===== config.mk =====
export PLATFORM = sky130hd
export DESIGN_NAME = bfp_top
export DESIGN_NICKNAME = d
export VERILOG_FILES = /design/src/bfp_pkg.sv /design/src/bfp_tmr_if.sv /design/src/bfp_timer.sv /design/src/bfp_pickup.sv /design/src/bfp_top.sv
export SDC_FILE = /design/constraint.sdc
export NUM_CORES = 1
export LEC_CHECK = 0
export BUFFER_PORTS_ARGS = -buffer_cell sky130_fd_sc_hd__buf_2
export CAP_MARGIN = 20
export CORE_ASPECT_RATIO = 1.1
export CORE_MARGIN = 8
export CORE_UTILIZATION = 60
export CTS_BUF_LIST = sky130_fd_sc_hd__clkbuf_8
export DETAILED_ROUTE_END_ITERATION = 12
export PLACE_DENSITY = 0.8
export SYNTH_ARGS = -nofsm -noshare
export SYNTH_HDL_FRONTEND = slang
export SYNTH_SLANG_ARGS = --single-unit

===== constraint.sdc =====
create_clock -name clk_i -period 7.2 [get_ports clk_i]
set_clock_uncertainty 0.15 [all_clocks]
set_input_delay 0.72 -clock clk_i [delete_from_list [all_inputs] [get_ports clk_i]]
set_output_delay 0.72 -clock clk_i [all_outputs]
set_load 0.02 [all_outputs]

===== src/bfp_pkg.sv =====
// Function
// - pick-up when any phase exceeds phase threshold or residual exceeds residual threshold
// - pick-up releases only below 97 percent of the threshold
// - one phase threshold serves all three phases alike
// - residual source: none, first input, second input or computed; default none
// - start criterion combines current, output relay and signals; default current only
// - phase threshold in 0.01 nominal steps up to 40, default 0.20
// - residual threshold in 0.001 nominal steps up to 40, default 1.200; the register takes values up to 65.535
// - blocking input sampled at the beginning of every program cycle
// - pick-up without blocking asserts start and begins delay timing
// - pick-up with blocking asserts blocked and does no further processing
// - blocking during start drops start and releases like pick-up drop
// - retrip and breaker-failure timers start together from one pick-up
// - retrip enable setting, default enabled; disabled suppresses retrip output
// - retrip output after start persists retrip delay; 5 ms steps, default 100 ms
// - failure output after start persists failure delay; 5 ms steps, default 200 ms
// - readable condition: normal, start, retrip, failure, on, blocked
// - readable behaviour: on, blocked, test, test-and-blocked, off
// - current-only criterion clears both counters when current drops below 97 percent of threshold
// - current-and-output criterion halts counters until monitored relay energizes
// - comparison inputs are fundamental magnitudes updated every 5 ms
package bfp_pkg;

  // ***************************************************************
  // timing
  // ***************************************************************
  localparam int unsigned CLK_PERIOD_NS = 10;
  localparam int unsigned PROG_CYCLE_NS = 5000000;
  localparam int unsigned PROG_CYCLE_CLKS = PROG_CYCLE_NS / CLK_PERIOD_NS;
  localparam int unsigned BLOCK_LEAD_NS = 5000000;
  localparam int unsigned STEP_MS = 5;
  localparam int unsigned RT_DLY_DEF_MS = 100;
  localparam int unsigned BF_DLY_DEF_MS = 200;

  // ***************************************************************
  // widths and scaling
  // ***************************************************************
  localparam int unsigned MAG_W = 16;
  localparam int unsigned CNT_W = 19;
  localparam logic [23:0] RESET_PCT = 24'h000061;
  localparam logic [23:0] FULL_PCT = 24'h000064;
  localparam logic [15:0] PH_SCALE = 16'h000A;

  // ***************************************************************
  // register map
  // ***************************************************************
  localparam logic [7:0] ADR_CTRL = 8'h00;
  localparam logic [7:0] ADR_PH_THR = 8'h04;
  localparam logic [7:0] ADR_RES_THR = 8'h08;
  localparam logic [7:0] ADR_RT_DLY = 8'h0C;
  localparam logic [7:0] ADR_BF_DLY = 8'h10;
  localparam logic [7:0] ADR_STATUS = 8'h14;
  localparam int unsigned CTRL_RES_LSB = 0;
  localparam int unsigned CTRL_CRIT_LSB = 2;
  localparam int unsigned CTRL_RTEN_BIT = 6;
  localparam int unsigned CTRL_MODE_LSB = 8;
  localparam int unsigned STS_COND_LSB = 0;
  localparam int unsigned STS_BEH_LSB = 4;
  localparam int unsigned STS_START_BIT = 8;
  localparam int unsigned STS_RT_BIT = 9;
  localparam int unsigned STS_BF_BIT = 10;
  localparam int unsigned STS_BLK_BIT = 11;
  localparam int unsigned STS_PICK_BIT = 12;
  localparam logic [31:0] CTRL_MASK = 32'h0000077F;
  localparam logic [31:0] PH_THR_MASK = 32'h00000FFF;
  localparam logic [31:0] RES_THR_MASK = 32'h0000FFFF;
  localparam logic [31:0] DLY_MASK = 32'h0007FFFF;
  localparam logic [31:0] CTRL_RST = 32'h00000040;
  localparam logic [31:0] PH_THR_RST = 32'h00000014;
  localparam logic [31:0] RES_THR_RST = 32'h000004B0;
  localparam logic [31:0] RT_DLY_RST = 32'(RT_DLY_DEF_MS / STEP_MS);
  localparam logic [31:0] BF_DLY_RST = 32'(BF_DLY_DEF_MS / STEP_MS);

  // ***************************************************************
  // enumerations
  // ***************************************************************
  typedef enum logic [1:0] {
    RES_NONE = 2'h0, RES_ONE = 2'h1, RES_TWO = 2'h2, RES_CALC = 2'h3
  } bfp_res_type;
  typedef enum logic [3:0] {
    CRIT_CUR = 4'h0, CRIT_DO = 4'h1, CRIT_SIG = 4'h2, CRIT_CUR_AND_DO = 4'h3,
    CRIT_CUR_AND_SIG = 4'h4, CRIT_CUR_OR_DO = 4'h5, CRIT_CUR_OR_SIG = 4'h6,
    CRIT_SIG_AND_DO = 4'h7, CRIT_SIG_OR_DO = 4'h8, CRIT_ALL_AND = 4'h9,
    CRIT_ALL_OR = 4'hA
  } bfp_crit_type;
  typedef enum logic [2:0] {
    MODE_ON = 3'h0, MODE_BLOCKED = 3'h1, MODE_TEST = 3'h2, MODE_TEST_BLK = 3'h3,
    MODE_OFF = 3'h4
  } bfp_mode_type;
  typedef enum logic [2:0] {
    COND_NORMAL = 3'h0, COND_START = 3'h1, COND_RETRIP = 3'h2, COND_FAIL = 3'h3,
    COND_ON = 3'h4, COND_BLOCKED = 3'h5
  } bfp_cond_type;
  typedef enum logic [2:0] {
    ST_IDLE = 3'b001, ST_START = 3'b010, ST_BLOCKED = 3'b100
  } bfp_state_type;

endpackage


===== src/bfp_tmr_if.sv =====
`timescale 1ns/100ps
`default_nettype none
// timer control between the supervision core and one delay timer
interface bfp_tmr_if;
  logic tick;
  logic run;
  logic [bfp_pkg::CNT_W-1:0] delay;
  logic expired;
  modport ctl (output tick, output run, output delay, input expired);
  modport tmr (input tick, input run, input delay, output expired);
endinterface
`default_nettype wire


===== src/bfp_timer.sv =====
`timescale 1ns/100ps
`default_nettype none
module bfp_timer (
  // clock and reset
  input wire logic clk_i,
  input wire logic rst_i,
  // control
  bfp_tmr_if.tmr t
);

  logic [bfp_pkg::CNT_W-1:0] cnt_r;
  logic [bfp_pkg::CNT_W-1:0] cnt_nxt;
  logic exp_r;

  // saturating count so a huge delay never wraps back to zero
  assign cnt_nxt = (&cnt_r) ? cnt_r : cnt_r + 1'b1;
  assign t.expired = exp_r;

  // one step per program cycle, cleared at once when the run drops
  always_ff @(posedge clk_i) begin
    if (rst_i || !t.run) begin
      cnt_r <= '0;
      exp_r <= 1'b0;
    end else if (t.tick) begin
      cnt_r <= cnt_nxt;
      exp_r <= exp_r | (cnt_nxt >= t.delay);
    end
  end
endmodule // bfp_timer
`default_nettype wire


===== src/bfp_pickup.sv =====
`timescale 1ns/100ps
`default_nettype none
module bfp_pickup (
  // clock and reset
  input wire logic clk_i,
  input wire logic rst_i,
  // program cycle strobe
  input wire logic tick_i,
  // magnitudes and thresholds, 0.001 nominal per lsb
  input wire logic [3:0][bfp_pkg::MAG_W-1:0] measured_magnitude_i,
  input wire logic [3:0][bfp_pkg::MAG_W-1:0] thr_i,
  input wire logic [3:0] en_i,
  // per channel pick-up
  output logic [3:0] act_o
);

  genvar g;
  generate
    for (g = 0; g < 4; g++) begin : g_ch
      logic act_r;
      logic over;
      logic under;
      // products kept at 24 bits so 65.535 x 100 fits
      assign over = measured_magnitude_i[g] > thr_i[g];
      assign under = (24'(measured_magnitude_i[g]) * bfp_pkg::FULL_PCT) <
                     (24'(thr_i[g]) * bfp_pkg::RESET_PCT);
      // hysteresis evaluated once per program cycle only
      always_ff @(posedge clk_i) begin
        if (rst_i || !en_i[g]) begin
          act_r <= 1'b0;
        end else if (tick_i) begin
          if (!act_r && over) begin
            act_r <= 1'b1;
          end else if (act_r && under) begin
            act_r <= 1'b0;
          end
        end
      end
      assign act_o[g] = act_r;

    end
  endgenerate
endmodule // bfp_pickup
`default_nettype wire


===== src/bfp_top.sv =====
// Our own choices: the Wishbone slave port and the register offsets.
`timescale 1ns/100ps
`default_nettype none
module bfp_top #(
  parameter int unsigned CYCLE_CLKS = bfp_pkg::PROG_CYCLE_CLKS
) (
  // clock and reset
  input wire logic clk_i,
  input wire logic rst_i,
  // wishbone slave
  input wire logic wb_cyc_i,
  input wire logic wb_stb_i,
  input wire logic wb_we_i,
  input wire logic [7:0] wb_adr_i,
  input wire logic [3:0] wb_sel_i,
  input wire logic [31:0] wb_dat_i,
  output logic [31:0] wb_dat_o,
  output logic wb_ack_o,
  // measurements, 0.001 nominal per lsb
  input wire logic [2:0][bfp_pkg::MAG_W-1:0] phase_magnitude_i,
  input wire logic [bfp_pkg::MAG_W-1:0] residual_input_one_i,
  input wire logic [bfp_pkg::MAG_W-1:0] residual_input_two_i,
  input wire logic [bfp_pkg::MAG_W-1:0] computed_residual_i,
  // binary inputs
  input wire logic do_monitor_i,
  input wire logic signal_monitor_i,
  input wire logic block_i,
  // trip contacts and state
  output logic start_o,
  output logic blocked_o,
  output logic retrip_o,
  output logic breaker_failure_output_o
);

  // ***************************************************************
  // registers and bus slave
  // ***************************************************************
  logic [31:0] ctrl_r;
  logic [31:0] phase_pickup_threshold_r;
  logic [31:0] residual_pickup_threshold_r;
  logic [31:0] second_coil_delay_setting_r;
  logic [31:0] fail_delay_r;
  logic [31:0] status;
  logic [31:0] rd_nxt;
  logic ack_r;
  logic [31:0] dat_r;
  logic wr_go;
  logic [7:0] adr;

  // byte enables and field mask together decide which bits change
  function automatic logic [31:0] merge(input logic [31:0] old, input logic [31:0] d,
                                        input logic [3:0] sel, input logic [31:0] m);
    logic [31:0] bm;
    bm = {{8{sel[3]}}, {8{sel[2]}}, {8{sel[1]}}, {8{sel[0]}}} & m;
    merge = (old & ~bm) | (d & bm);
  endfunction

  assign adr = {wb_adr_i[7:2], 2'b00};
  assign wr_go = wb_cyc_i && wb_stb_i && wb_we_i && !ack_r;

  // configuration writes
  always_ff @(posedge clk_i) begin
    if (rst_i) begin
      ctrl_r <= bfp_pkg::CTRL_RST;
      phase_pickup_threshold_r <= bfp_pkg::PH_THR_RST;
      residual_pickup_threshold_r <= bfp_pkg::RES_THR_RST;
      second_coil_delay_setting_r <= bfp_pkg::RT_DLY_RST;
      fail_delay_r <= bfp_pkg::BF_DLY_RST;
    end else if (wr_go) begin
      case (adr)
        bfp_pkg::ADR_CTRL: begin
          ctrl_r <= merge(ctrl_r, wb_dat_i, wb_sel_i, bfp_pkg::CTRL_MASK);
        end
        bfp_pkg::ADR_PH_THR: begin
          phase_pickup_threshold_r <= merge(phase_pickup_threshold_r, wb_dat_i, wb_sel_i,
                                            bfp_pkg::PH_THR_MASK);
        end
        bfp_pkg::ADR_RES_THR: begin
          residual_pickup_threshold_r <= merge(residual_pickup_threshold_r, wb_dat_i,
                                               wb_sel_i, bfp_pkg::RES_THR_MASK);
        end
        bfp_pkg::ADR_RT_DLY: begin
          second_coil_delay_setting_r <= merge(second_coil_delay_setting_r, wb_dat_i,
                                               wb_sel_i, bfp_pkg::DLY_MASK);
        end
        bfp_pkg::ADR_BF_DLY: begin
          fail_delay_r <= merge(fail_delay_r, wb_dat_i, wb_sel_i, bfp_pkg::DLY_MASK);
        end
        default: begin
        end
      endcase
    end
  end

  // read mux, unmapped offsets read zero
  always_comb begin
    case (adr)
      bfp_pkg::ADR_CTRL: rd_nxt = ctrl_r;
      bfp_pkg::ADR_PH_THR: rd_nxt = phase_pickup_threshold_r;
      bfp_pkg::ADR_RES_THR: rd_nxt = residual_pickup_threshold_r;
      bfp_pkg::ADR_RT_DLY: rd_nxt = second_coil_delay_setting_r;
      bfp_pkg::ADR_BF_DLY: rd_nxt = fail_delay_r;
      bfp_pkg::ADR_STATUS: rd_nxt = status;
      default: rd_nxt = 32'h00000000;
    endcase
  end

  // one wait state; ack falls the cycle after it rose
  always_ff @(posedge clk_i) begin
    if (rst_i) begin
      ack_r <= 1'b0;
      dat_r <= 32'h00000000;
    end else begin
      ack_r <= wb_cyc_i && wb_stb_i && !ack_r;
      dat_r <= rd_nxt;
    end
  end
  assign wb_ack_o = ack_r;
  assign wb_dat_o = dat_r;

  // ***************************************************************
  // settings decode
  // ***************************************************************
  bfp_pkg::bfp_res_type residual_source_select;
  bfp_pkg::bfp_crit_type crit;
  bfp_pkg::bfp_mode_type function_node_mode;
  logic rt_en;
  logic eff_blk;
  logic node_off;
  logic test_mode;

  assign residual_source_select = bfp_pkg::bfp_res_type'(ctrl_r[bfp_pkg::CTRL_RES_LSB +: 2]);
  assign crit = bfp_pkg::bfp_crit_type'(ctrl_r[bfp_pkg::CTRL_CRIT_LSB +: 4]);
  assign function_node_mode = bfp_pkg::bfp_mode_type'(ctrl_r[bfp_pkg::CTRL_MODE_LSB +: 3]);
  assign rt_en = ctrl_r[bfp_pkg::CTRL_RTEN_BIT];
  // unknown mode codes behave as off, the safe side for a trip relay
  assign node_off = !(function_node_mode inside {bfp_pkg::MODE_ON, bfp_pkg::MODE_BLOCKED,
                      bfp_pkg::MODE_TEST, bfp_pkg::MODE_TEST_BLK});
  assign test_mode = function_node_mode inside {bfp_pkg::MODE_TEST, bfp_pkg::MODE_TEST_BLK};
  assign eff_blk = block_i || function_node_mode == bfp_pkg::MODE_BLOCKED ||
                   function_node_mode == bfp_pkg::MODE_TEST_BLK;

  // ***************************************************************
  // program cycle and pick-up
  // ***************************************************************
  logic [31:0] cyc_cnt_r;
  logic tick;
  logic [bfp_pkg::MAG_W-1:0] res_mag;
  logic [3:0][bfp_pkg::MAG_W-1:0] mags;
  logic [3:0][bfp_pkg::MAG_W-1:0] thrs;
  logic [3:0] pick_en;
  logic [3:0] act;
  logic pick;

  // free-running 5 ms strobe
  always_ff @(posedge clk_i) begin
    if (rst_i || tick) begin
      cyc_cnt_r <= 32'h00000000;
    end else begin
      cyc_cnt_r <= cyc_cnt_r + 32'h00000001;
    end
  end
  assign tick = cyc_cnt_r == 32'(CYCLE_CLKS - 1);

  // residual source mux
  always_comb begin
    case (residual_source_select)
      bfp_pkg::RES_ONE: res_mag = residual_input_one_i;
      bfp_pkg::RES_TWO: res_mag = residual_input_two_i;
      bfp_pkg::RES_CALC: res_mag = computed_residual_i;
      default: res_mag = '0;
    endcase
  end

  // one scaled phase threshold feeds all three phase channels
  assign mags = {res_mag, phase_magnitude_i};
  assign thrs = {residual_pickup_threshold_r[15:0], {3{16'(phase_pickup_threshold_r[15:0] *
                 bfp_pkg::PH_SCALE)}}};
  assign pick_en = {residual_source_select != bfp_pkg::RES_NONE, 3'b111} &
                   {4{!node_off}};
  assign pick = |act;

  bfp_pickup u_pickup (
    .clk_i(clk_i),
    .rst_i(rst_i),
    .tick_i(tick),
    .measured_magnitude_i(mags),
    .thr_i(thrs),
    .en_i(pick_en),
    .act_o(act)
  );

  // ***************************************************************
  // start criterion and supervision state
  // ***************************************************************
  logic cond;
  bfp_pkg::bfp_state_type state_r;
  bfp_pkg::bfp_state_type state_nxt;

  // and-forms hold the count back until every part is present
  always_comb begin
    case (crit)
      bfp_pkg::CRIT_CUR: cond = pick;
      bfp_pkg::CRIT_DO: cond = do_monitor_i;
      bfp_pkg::CRIT_SIG: cond = signal_monitor_i;
      bfp_pkg::CRIT_CUR_AND_DO: cond = pick && do_monitor_i;
      bfp_pkg::CRIT_CUR_AND_SIG: cond = pick && signal_monitor_i;
      bfp_pkg::CRIT_CUR_OR_DO: cond = pick || do_monitor_i;
      bfp_pkg::CRIT_CUR_OR_SIG: cond = pick || signal_monitor_i;
      bfp_pkg::CRIT_SIG_AND_DO: cond = signal_monitor_i && do_monitor_i;
      bfp_pkg::CRIT_SIG_OR_DO: cond = signal_monitor_i || do_monitor_i;
      bfp_pkg::CRIT_ALL_AND: cond = pick && do_monitor_i && signal_monitor_i;
      bfp_pkg::CRIT_ALL_OR: cond = pick || do_monitor_i || signal_monitor_i;
      default: cond = 1'b0;
    endcase
  end

  // block taken only at the program cycle boundary
  always_comb begin
    state_nxt = state_r;
    if (tick) begin
      case (state_r)
        bfp_pkg::ST_IDLE: begin
          if (cond && !node_off) begin
            state_nxt = eff_blk ? bfp_pkg::ST_BLOCKED : bfp_pkg::ST_START;
          end
        end
        bfp_pkg::ST_START: begin
          if (!cond || eff_blk || node_off) begin
            state_nxt = bfp_pkg::ST_IDLE;
          end
        end
        bfp_pkg::ST_BLOCKED: begin
          if (!cond || node_off) begin
            state_nxt = bfp_pkg::ST_IDLE;
          end
        end
        default: state_nxt = bfp_pkg::ST_IDLE;
      endcase
    end
  end

  always_ff @(posedge clk_i) begin
    if (rst_i) begin
      state_r <= bfp_pkg::ST_IDLE;
    end else begin
      state_r <= state_nxt;
    end
  end

  // ***************************************************************
  // delay timers and outputs
  // ***************************************************************
  bfp_tmr_if rt_if ();
  bfp_tmr_if bf_if ();
  logic running;
  logic retrip_r;
  logic fail_r;

  // both timers share one run so they start on the same pick-up
  assign running = state_r == bfp_pkg::ST_START;
  assign rt_if.tick = tick;
  assign rt_if.run = running;
  assign rt_if.delay = second_coil_delay_setting_r[bfp_pkg::CNT_W-1:0];
  assign bf_if.tick = tick;
  assign bf_if.run = running;
  assign bf_if.delay = fail_delay_r[bfp_pkg::CNT_W-1:0];

  bfp_timer u_rt_tmr (
    .clk_i(clk_i),
    .rst_i(rst_i),
    .t(rt_if.tmr)
  );

  bfp_timer u_bf_tmr (
    .clk_i(clk_i),
    .rst_i(rst_i),
    .t(bf_if.tmr)
  );

  // test mode runs everything but keeps the contacts open
  always_ff @(posedge clk_i) begin
    if (rst_i) begin
      retrip_r <= 1'b0;
      fail_r <= 1'b0;
    end else begin
      retrip_r <= rt_if.expired && rt_en && !test_mode;
      fail_r <= bf_if.expired && !test_mode;
    end
  end
  assign retrip_o = retrip_r;
  assign breaker_failure_output_o = fail_r;
  assign start_o = state_r == bfp_pkg::ST_START;
  assign blocked_o = state_r == bfp_pkg::ST_BLOCKED;

  // ***************************************************************
  // status
  // ***************************************************************
  bfp_pkg::bfp_cond_type cond_code;

  always_comb begin
    if (state_r == bfp_pkg::ST_BLOCKED) begin
      cond_code = bfp_pkg::COND_BLOCKED;
    end else if (bf_if.expired) begin
      cond_code = bfp_pkg::COND_FAIL;
    end else if (rt_if.expired && rt_en) begin
      cond_code = bfp_pkg::COND_RETRIP;
    end else if (running) begin
      cond_code = bfp_pkg::COND_START;
    end else if (pick) begin
      cond_code = bfp_pkg::COND_ON; // pick-up seen, criterion not met
    end else begin
      cond_code = bfp_pkg::COND_NORMAL;
    end
  end

  always_comb begin
    status = 32'h00000000;
    status[bfp_pkg::STS_COND_LSB +: 3] = cond_code;
    status[bfp_pkg::STS_BEH_LSB +: 3] = node_off ? bfp_pkg::MODE_OFF : function_node_mode;
    status[bfp_pkg::STS_START_BIT] = running;
    status[bfp_pkg::STS_RT_BIT] = retrip_r;
    status[bfp_pkg::STS_BF_BIT] = fail_r;
    status[bfp_pkg::STS_BLK_BIT] = state_r == bfp_pkg::ST_BLOCKED;
    status[bfp_pkg::STS_PICK_BIT] = pick;
  end

  // ***************************************************************
  // checks
  // ***************************************************************
  logic [bfp_pkg::CNT_W-1:0] start_ticks_r;

  always_ff @(posedge clk_i) begin
    if (rst_i || !running) begin
      start_ticks_r <= '0;
    end else if (tick && !(&start_ticks_r)) begin
      start_ticks_r <= start_ticks_r + 1'b1;
    end
  end
endmodule // bfp_top
`default_nettype wire


# After elaboration in Yosys (flattened, before gate mapping)
# Cells that the tools add are included.
[word_totals] regBits=274 input_bits=148 out_inout_bits=37 wordCells=183
[op_classes] n_addsub=3 multipliers=7 magnitude_cmp=10 eq_ne=28 muxes=24 bitwise_logic=21 reduce_logical=71
[op_table] cell="$pmux W32 S6" n=1
[op_table] cell="$and A32 B32 Y32" n=5
[op_table] cell="$or A32 B32 Y32" n=5
[op_table] cell="$lt A23 B23 Y1" n=4
[op_table] cell="$mul A16 B5 Y21 const B" n=4
[op_table] cell="$gt A16 B16 Y1" n=4
[op_table] cell="$pmux W16 S3" n=1
[op_table] cell="$add A19 B1 Y19 const B" n=2
[op_table] cell="$ge A19 B19 Y1" n=2
[op_table] cell="$mux W19" n=2
[op_table] cell="$reduce_and A19 Y1" n=2
[op_table] cell="$add A32 B1 Y32 const B" n=1
[op_table] cell="$and A32 B11 Y32" n=1
[op_table] cell="$and A32 B12 Y32" n=1
[op_table] cell="$and A32 B16 Y32" n=1
[op_table] cell="$and A32 B19 Y32" n=1
[op_table] cell="$eq A32 B19 Y1 const B" n=1
[op_table] cell="$not A11 Y32" n=1
[op_table] cell="$not A12 Y32" n=1
[op_table] cell="$not A16 Y32" n=1
[op_table] cell="$not A19 Y32" n=1
[op_table] cell="$mux W3" n=10
[op_table] cell="$mul A16 B7 Y23 const B" n=1
[op_table] cell="$mul A15 B7 Y22 const B" n=1
[op_table] cell="31 further kinds" n=110

# Logic depth before layout (Yosys ltp)
# Gate-level depths: netlist of the first run.
[logic_depth] word_depth=9 depth_mapped=29 ltp_nobuf=29

# Hierarchy
# Synthesis of the first run repeated with hierarchy kept, for this count alone.
[hier_totals] hier_cells=3250 hier_area_um2=27233.6
[modules_own_cells] module="bfp_pickup" instances=1 cells_each=2056 area_each_um2=16928.7 seq_area_each_um2=80.1
[modules_own_cells] module="bfp_top" instances=1 cells_each=742 area_each_um2=6726.5 seq_area_each_um2=2662.6
[modules_own_cells] module="bfp_timer" instances=2 cells_each=226 area_each_um2=1789.2 seq_area_each_um2=400.4

# Worst setup path after synthesis of the first run
# Ideal clock, no wire load.
[synth_timing] path_kind="register to register" startpoint="reg with a tool-made name" endpoint="reg u_pickup.g_ch[0].act_r" setup_time_ns=0.120 arrival_time_ns=6.296 required_time_ns=6.930 path_slack_ns=0.634 stages_incl_launch_ff=29 path_buffers=0 period_less_slack_ns=6.566 cell_sequence="dfxtp_1 ha_1 ha_1 a21o_1 a21oi_1 xor2_1 inv_1 ha_1 ha_1 ha_1 inv_1 fa_1 inv_1 ha_1 or2_2 a21oi_1 a21oi_1 a21oi_1 xor2_1 ha_1 a21oi_1 o21ai_0 nor3_1 a21oi_1 maj3_1 maj3_1 o21ba_2 o221ai_2 a21oi_2"
[synth_lines] item="end signal: assignment" line_no="bfp_pickup.sv:30" source="act_r <= 1'b0;"
[synth_lines] item="end signal: assignment" line_no="bfp_pickup.sv:33" source="act_r <= 1'b1;"
[synth_lines] item="end signal: assignment" line_no="bfp_pickup.sv:35" source="act_r <= 1'b0;"
[synth_lines] item="end: declaration" line_no="bfp_pickup.sv:20" source="logic act_r;"

==> impl_metrics.py, run 1 <==
metrics = {
    "sta": {
        "setup_violations": 0,
        "tns_ns": 0,
        "max_freq_mhz": 146,
        "rsz0062_at_grt": "true",
        "min_period_ns": 6.84,
        "hold_violations": 0,
        "timing.final.crit_share_pct": 95.0,
        "slew_headroom_pct": 26.1,
        "slew_viol_final": 0,
        "worstMarginPinSlew_ns": 1.11,
    },
    "power_and_ir_drop": {
        "p_seq_share_pct": 34.3,
        "p_leak_uw": 0.0122,
        "intPower_uw": 1800,
        "swShare_pct": 37.2,
        "combPwrFrac_pct": 42.2,
        "clockPowerShare_pct": 23.4,
        "fin_total_pwr_uw": 2860,
        "pwr_density_cell_nw_per_um2": 119,
        "netSwitchingPower_uw": 1060,
        "peakVddDrop_v": 0.000120,
    },
    "placed_design": {
        "dp.cells": 3333,
        "hpwl_mm": 47.8,
        "place.gp.congestion": 0.947,
        "io_buffers": 155,
        "dpl_cell_area_um2": 23600,
    },
    "detailed_routing": {
        "drc_errors": 0,
        "routed_via_density": 5.85,
        "first_pass_iters": 9,
        "post_drt_wl_per_cell_um": 17.0,
        "vias": 19681,
        "wl_met1_mm": 22.4,
        "wirelength_mm": 57.0,
        "dr_wl_met2_mm": 29.2,
        "dr_wl_met3_mm": 2.90,
        "routed.top_layer": "met5",
        "ant_nets": 0,
        "drtIter0Drc": 992,
    },
    "critical_path": {
        "cp-end-kind": "flip-flop",
        "endpoint": "u_pickup.g_ch[0].act_r",
        "crit_top_cell": "ha_1",
        "cp_data_arrival_time_ns": 7.07,
        "crit_path_start_kind": "flip-flop",
        "worstRegToRegCells": 28,
        "critPathSlowestCell": "fa_1",
        "crit_required_ns": 7.42,
        "rrSetupSlack_ns": 0.36,
        "crit_fanout": 4,
        "setup.worst_path.class": "flip-flop to flip-flop",
        "max_stage_delay_ns": 0.53,
        "r2r-end": "u_pickup.g_ch[0].act_r",
    },
    "finish": {
        "fin_nets": 3592,
        "area.sequential_um2": 3540,
        "layout.cells.non_filler": 3365,
        "drive_above_1_share_pct": 9.75,
        "final_util_pct": 65.1,
        "diodes": 0,
        "final_common_cell": "ha_1",
        "multi_input_area_um2": 17100,
        "layout_common_cells": "526 x ha_1, 376 x inv_1, 200 x nor2_1, 194 x nand2_1, 183 x a21oi_1",
        "fill_cells": 3184,
        "final_area_um2": 24100,
        "area_growth_pct": 7.76,
    },
    "yosys": {
        "synth_warnings": 0,
        "synth_top_area_share_pct": 29.5,
        "post_synth.cell_area_avg_um2": 8.21,
        "yosys-top-cells-area": "ha_1 29%, dfxtp_1 16%, inv_1 6.3%",
        "synth_edf_count": 0,
        "synth_cell_types": 86,
        "synth_cells": 2718,
        "synthArstFlopShare_pct": 0,
        "ys_seq_area_share_pct": 15.9,
        "synth_ff_type": "dfxtp_1",
        "synth_top_area_cell": "ha_1",
        "mappedNetlistArea_um2": 22300,
        "synth_seq_cells": 177,
    },
    "floorplan": {
        "core_um2": 36900,
        "fp.dieH_um": 218,
        "top_level_ports": 185,
        "initial_core_util_pct": 60.4,
        "row_count": 74,
        "dieArea_um2": 43600,
        "die_x_um": 200,
    },
    "global_routing": {
        "grt_max_degree": 52,
        "grt_pass1_vias": 19550,
        "grt_antenna_before_repair": 3,
        "grtUsageTotal_pct": 25.6,
        "grt_overflow": 0,
        "grt_pass1_wl_mm": 91.4,
    },
    "clock_network": {
        "cts_buffers": 17,
        "cts_buffer_depth": 2,
        "clock_latency_ns": 0.47,
        "cts_setup_buffers": 0,
        "cts_hold_buf": 0,
        "cts_tree": "built",
        "clock-sinks": 177,
        "clkTransAtPathRegs_ns": 0.10,
        "clock-root-buffer": "clkbuf_8",
        "h-tree-depth": 4,
    },
    "min_path": {
        "hp-class": "flip-flop to flip-flop",
        "hp-start": "wb_ack_o",
    },
    "outcome": {
        "status": "finished, final reports clean",
    },
    "run": {
        "drv_cap": 0,
    },
}
## how the worst min path moves through the flow
stage | to | cells after the start
floorplan | cyc_cnt_r[0] | 1
global placement | wb_ack_o | 1
detailed placement | wb_ack_o | 1
CTS | wb_ack_o | 1
global route | wb_dat_o[12] | 2
finish | wb_ack_o | 1
## layout make-up
class                   instances  area share, %
repair buffers                182           4.07
inverters                     376           5.87
clock buffers                  20           1.14
clock inverters                12          0.458
well taps                     494           2.57
multi-input cells            2104           71.2
flip-flops and latches        177           14.7
## power groups by stage
stage	clock [uW]	sequential, uW	combinational [uW]
after floorplan	0	1010	924
after global placement	0	1010	1140
after detailed placement	0	1010	1200
after CTS	682	983	1210
after global routing	721	984	1390
final	671	983	1210
## Yosys cell counts (all sizes together), types with 27 or more instances
cell type,n
fa,60
nor2b,30
nand4,31
a21o,43
clkbuf,53
a21oi,187
ha,526
xnor2,98
nor3,47
o21a,48
o21ai,85
nor2,200
a22oi,27
xor2,83
nand2,195
nand3,76
dfxtp,177
and3,31
inv,376
## timing repair
item | 4_1_cts | 5_1_grt
gates resized for setup | 0 | 5
endpoints found under the hold margin | 0 | 0
endpoints found under the setup margin | 0 | 4
## logic make-up (layout without fill, tap and decap cells)
logic type	after synthesis	after routing	synth area share, %
and+or+nand+nor	729	729	15.7
adders and majority gates	592	592	35.1
AOI/OAI and AO/OA	550	550	16.2
buffers and inverters	449	590	7.78
xor gates and xnor gates	181	181	7.10
DFF	177	177	15.9
muxes	39	39	2.19
other	1	13	0.0168
## worst max-delay path: cells and delay by family (launching register included)
kind                     cells  cell delay, ns
AO/OA/AOI/OAI               11            1.61
XOR/XNOR                     2            0.51
adder cells (fa/ha/maj)     10            3.46
buffers and inverters        3            0.21
flip-flops                   1            0.35
AND/OR/NAND/NOR              2            0.45
## layer usage
layer	vias up	GRT usage (%)
met5	-	0
met4	6	11.5
met3	139	3.05
met2	557	48.3
met1	9244	28.0
li1	9735	-
## through the flow
stage	setup WS (ns)	hold slack, ns
CTS	0.303	0.303
floorplan	0.634	0.280
global route	-0.0391	0.332
detailed placement	0.351	0.291
finish	0.357	0.304
global placement	0.440	0.280
Note: power is estimated with default switching activity, not from simulation.
==> run 2, diff against run 1 <==
--- a/config.mk
+++ b/config.mk
@@ -10,8 +10,9 @@
 export CORE_ASPECT_RATIO = 1.1
 export CORE_MARGIN = 8
 export CORE_UTILIZATION = 60
-export CTS_BUF_LIST = sky130_fd_sc_hd__clkbuf_8
+export CTS_BUF_LIST = sky130_fd_sc_hd__clkbuf_2 sky130_fd_sc_hd__clkbuf_4 sky130_fd_sc_hd__clkbuf_8
 export DETAILED_ROUTE_END_ITERATION = 12
+export GPL_ROUTABILITY_DRIVEN = 0
 export PLACE_DENSITY = 0.8
 export SYNTH_ARGS = -nofsm -noshare
 export SYNTH_HDL_FRONTEND = slang
==> impl_metrics.py, run 2 (synthesis gave the netlist of run 1 again) <==
metrics = {
    "detailed_routing": {
        "ant_nets": 0,
        "vias": 19847,
        "drtIter0Drc": 1183,
        "drc_errors": 0,
        "routed_via_density": 5.90,
        "first_pass_iters": 8,
        "wirelength_mm": 56.8,
        "post_drt_wl_per_cell_um": 16.9,
    },
    "critical_path": {
        "max_stage_delay_ns": 0.54,
        "setup.worst_path.class": "flip-flop to flip-flop",
        "cp_data_arrival_time_ns": 7.02,
        "cp-end-kind": "flip-flop",
        "worstRegToRegCells": 28,
        "rrSetupSlack_ns": 0.38,
        "crit_required_ns": 7.40,
        "critPathBufInv": 3,
        "r2r-end": "u_pickup.g_ch[0].act_r",
        "crit_family": "adder cells",
        "crit_path_start_kind": "flip-flop",
        "crit_top_cell": "ha_1",
        "critPathSlowestCell": "fa_1",
        "crit_fanout": 4,
    },
    "global_routing": {
        "grt_overflow": 0,
        "grtUsageTotal_pct": 25.7,
        "grt_max_degree": 52,
        "grt_pass1_vias": 19847,
        "grt_pass1_wl_mm": 92.5,
        "grt_antenna_before_repair": 4,
    },
    "finish": {
        "drive_above_1_share_pct": 9.73,
        "final_common_cell": "ha_1",
        "layout_common_cells": "525 x ha_1, 376 x inv_1, 200 x nor2_1, 194 x nand2_1, 183 x a21oi_1",
        "layout.cells.non_filler": 3364,
        "fin_nets": 3588,
        "area_growth_pct": 8.00,
        "final_area_um2": 24100,
    },
    "floorplan": {
        "row_count": 74,
        "initial_core_util_pct": 60.4,
        "die_x_um": 200,
        "fp.dieH_um": 218,
        "top_level_ports": 185,
        "core_um2": 36900,
        "dieArea_um2": 43600,
    },
    "outcome": {
        "status": "finished, final reports clean",
    },
    "sta": {
        "hold_violations": 0,
        "slew_viol_final": 0,
        "slew_headroom_pct": 23.4,
        "hold_slack_ns": 0.311,
        "min_period_ns": 6.82,
        "setup_violations": 0,
        "timing.final.crit_share_pct": 94.7,
        "worstMarginPinSlew_ns": 1.15,
        "max_freq_mhz": 147,
    },
    "power_and_ir_drop": {
        "p_seq_share_pct": 33.3,
        "p_leak_uw": 0.0122,
        "pwr_density_cell_nw_per_um2": 123,
        "netSwitchingPower_uw": 1040,
        "swShare_pct": 35.3,
        "combPwrFrac_pct": 41.1,
        "peakVddDrop_v": 0.000145,
        "intPower_uw": 1910,
        "clockPowerShare_pct": 25.7,
    },
    "placed_design": {
        "dp.cells": 3328,
        "io_buffers": 155,
        "hpwl_mm": 47.7,
        "dpl_cell_area_um2": 23600,
    },
    "min_path": {
        "hold_end": "wb_ack_o",
        "holdPathStages": 1,
        "hp-class": "flip-flop to flip-flop",
        "hp-start": "wb_ack_o",
    },
    "run": {
        "drv_cap": 0,
    },
    "clock_network": {
        "clock_latency_ns": 0.45,
        "clock-sinks": 177,
        "clock-root-buffer": "clkbuf_8",
        "cts_hold_buf": 0,
        "cts_tree": "built",
        "clkTransAtPathRegs_ns": 0.10,
        "cts_buffers": 17,
        "cts_buffer_depth": 2,
        "h-tree-depth": 4,
    },
}
run 2: changes by cell type in the layout (fill, tap and decap cells not counted), moves of 2 or more:
| cell | change |
|---|---|
| buf_4 | -4 |
| bufinv_16 | +4 |
| clkbuf_4 | +3 |
| clkbuf_8 | -3 |
| diode_2 | +3 |
| inv_6 | -3 |
| inv_8 | -3 |
| clkinvlp_4 | +2 |
| dfxtp_1 | -2 |
| dfxtp_2 | +2 |
run 2: area by class of cell:
type	count	area, um^2
inverters	376	1410
diodes	3	7.51
clock buffers	20	256
multi-input cells	2104	17100
fillers	3151	12800
well taps	494	618
clock inverters	12	181
repair buffers	178	948
flip-flops and latches	177	3550
run 2: power groups by stage:
stage,sequential (uW),combinational (uW),clock [uW]
2_1_floorplan,1010,924,0
3_3_place_gp,1010,1130,0
3_5_place_dp,1010,1200,0
4_1_cts,983,1210,770
5_1_grt,984,1380,811
6_report,983,1210,758
run 2: worst reg2reg max path, delay by kind of cell, from the launching register on:
family                     cells  cell delay, ns
DFF                            1            0.44
xor gates and xnor gates       2            0.51
adders and majority gates     10            3.32
AOI/OAI and AO/OA             11            1.62
buffers and inverters          3            0.18
and+or+nand+nor                2            0.50
run 2: what timing repair did:
action	4_1_cts	5_1_grt
endpoints found under the setup margin	0	4
setup buffers	0	1
hold endpoints to repair	0	0
resized for setup	0	8
run 2: metrics by stage:
stage / power (uW) / TNS, ns / util, % / setup WS (ns)
finish: 2950 / 0 / 65.3 / 0.382
global route: 3170 / -0.0843 / 65.2 / -0.0682
CTS: 2970 / 0 / 65.1 / 0.264
detailed placement: 2210 / 0 / 63.9 / 0.283
global placement: 2140 / 0 / 63.9 / 0.452
floorplan: 1930 / 0 / - / 0.634
run 2: worst max path at each step:
stage,start,endpoint,slack [ns],depth (start not counted)
final,flip-flop,u_pickup.g_ch[0].act_r,0.38,28
after global routing,flip-flop,u_pickup.g_ch[0].act_r,-0.07,29
after CTS,flip-flop,u_pickup.g_ch[0].act_r,0.26,27
after detailed placement,flip-flop,u_pickup.g_ch[0].act_r,0.28,28
after global placement,flip-flop,u_pickup.g_ch[0].act_r,0.45,29
after floorplan,flip-flop,u_pickup.g_ch[0].act_r,0.63,28
run 2: per-layer routing:
metal	routed length (um)	vias to the layer above	GRT usage [%]	part of all wire, %
met1	22100	9283	28.5	39
met4	2780	4	12.4	4.9
met3	3140	180	3.06	5.5
met2	28700	669	47.7	51
li1	-	9711	-	-
met5	23	-	0	0.040
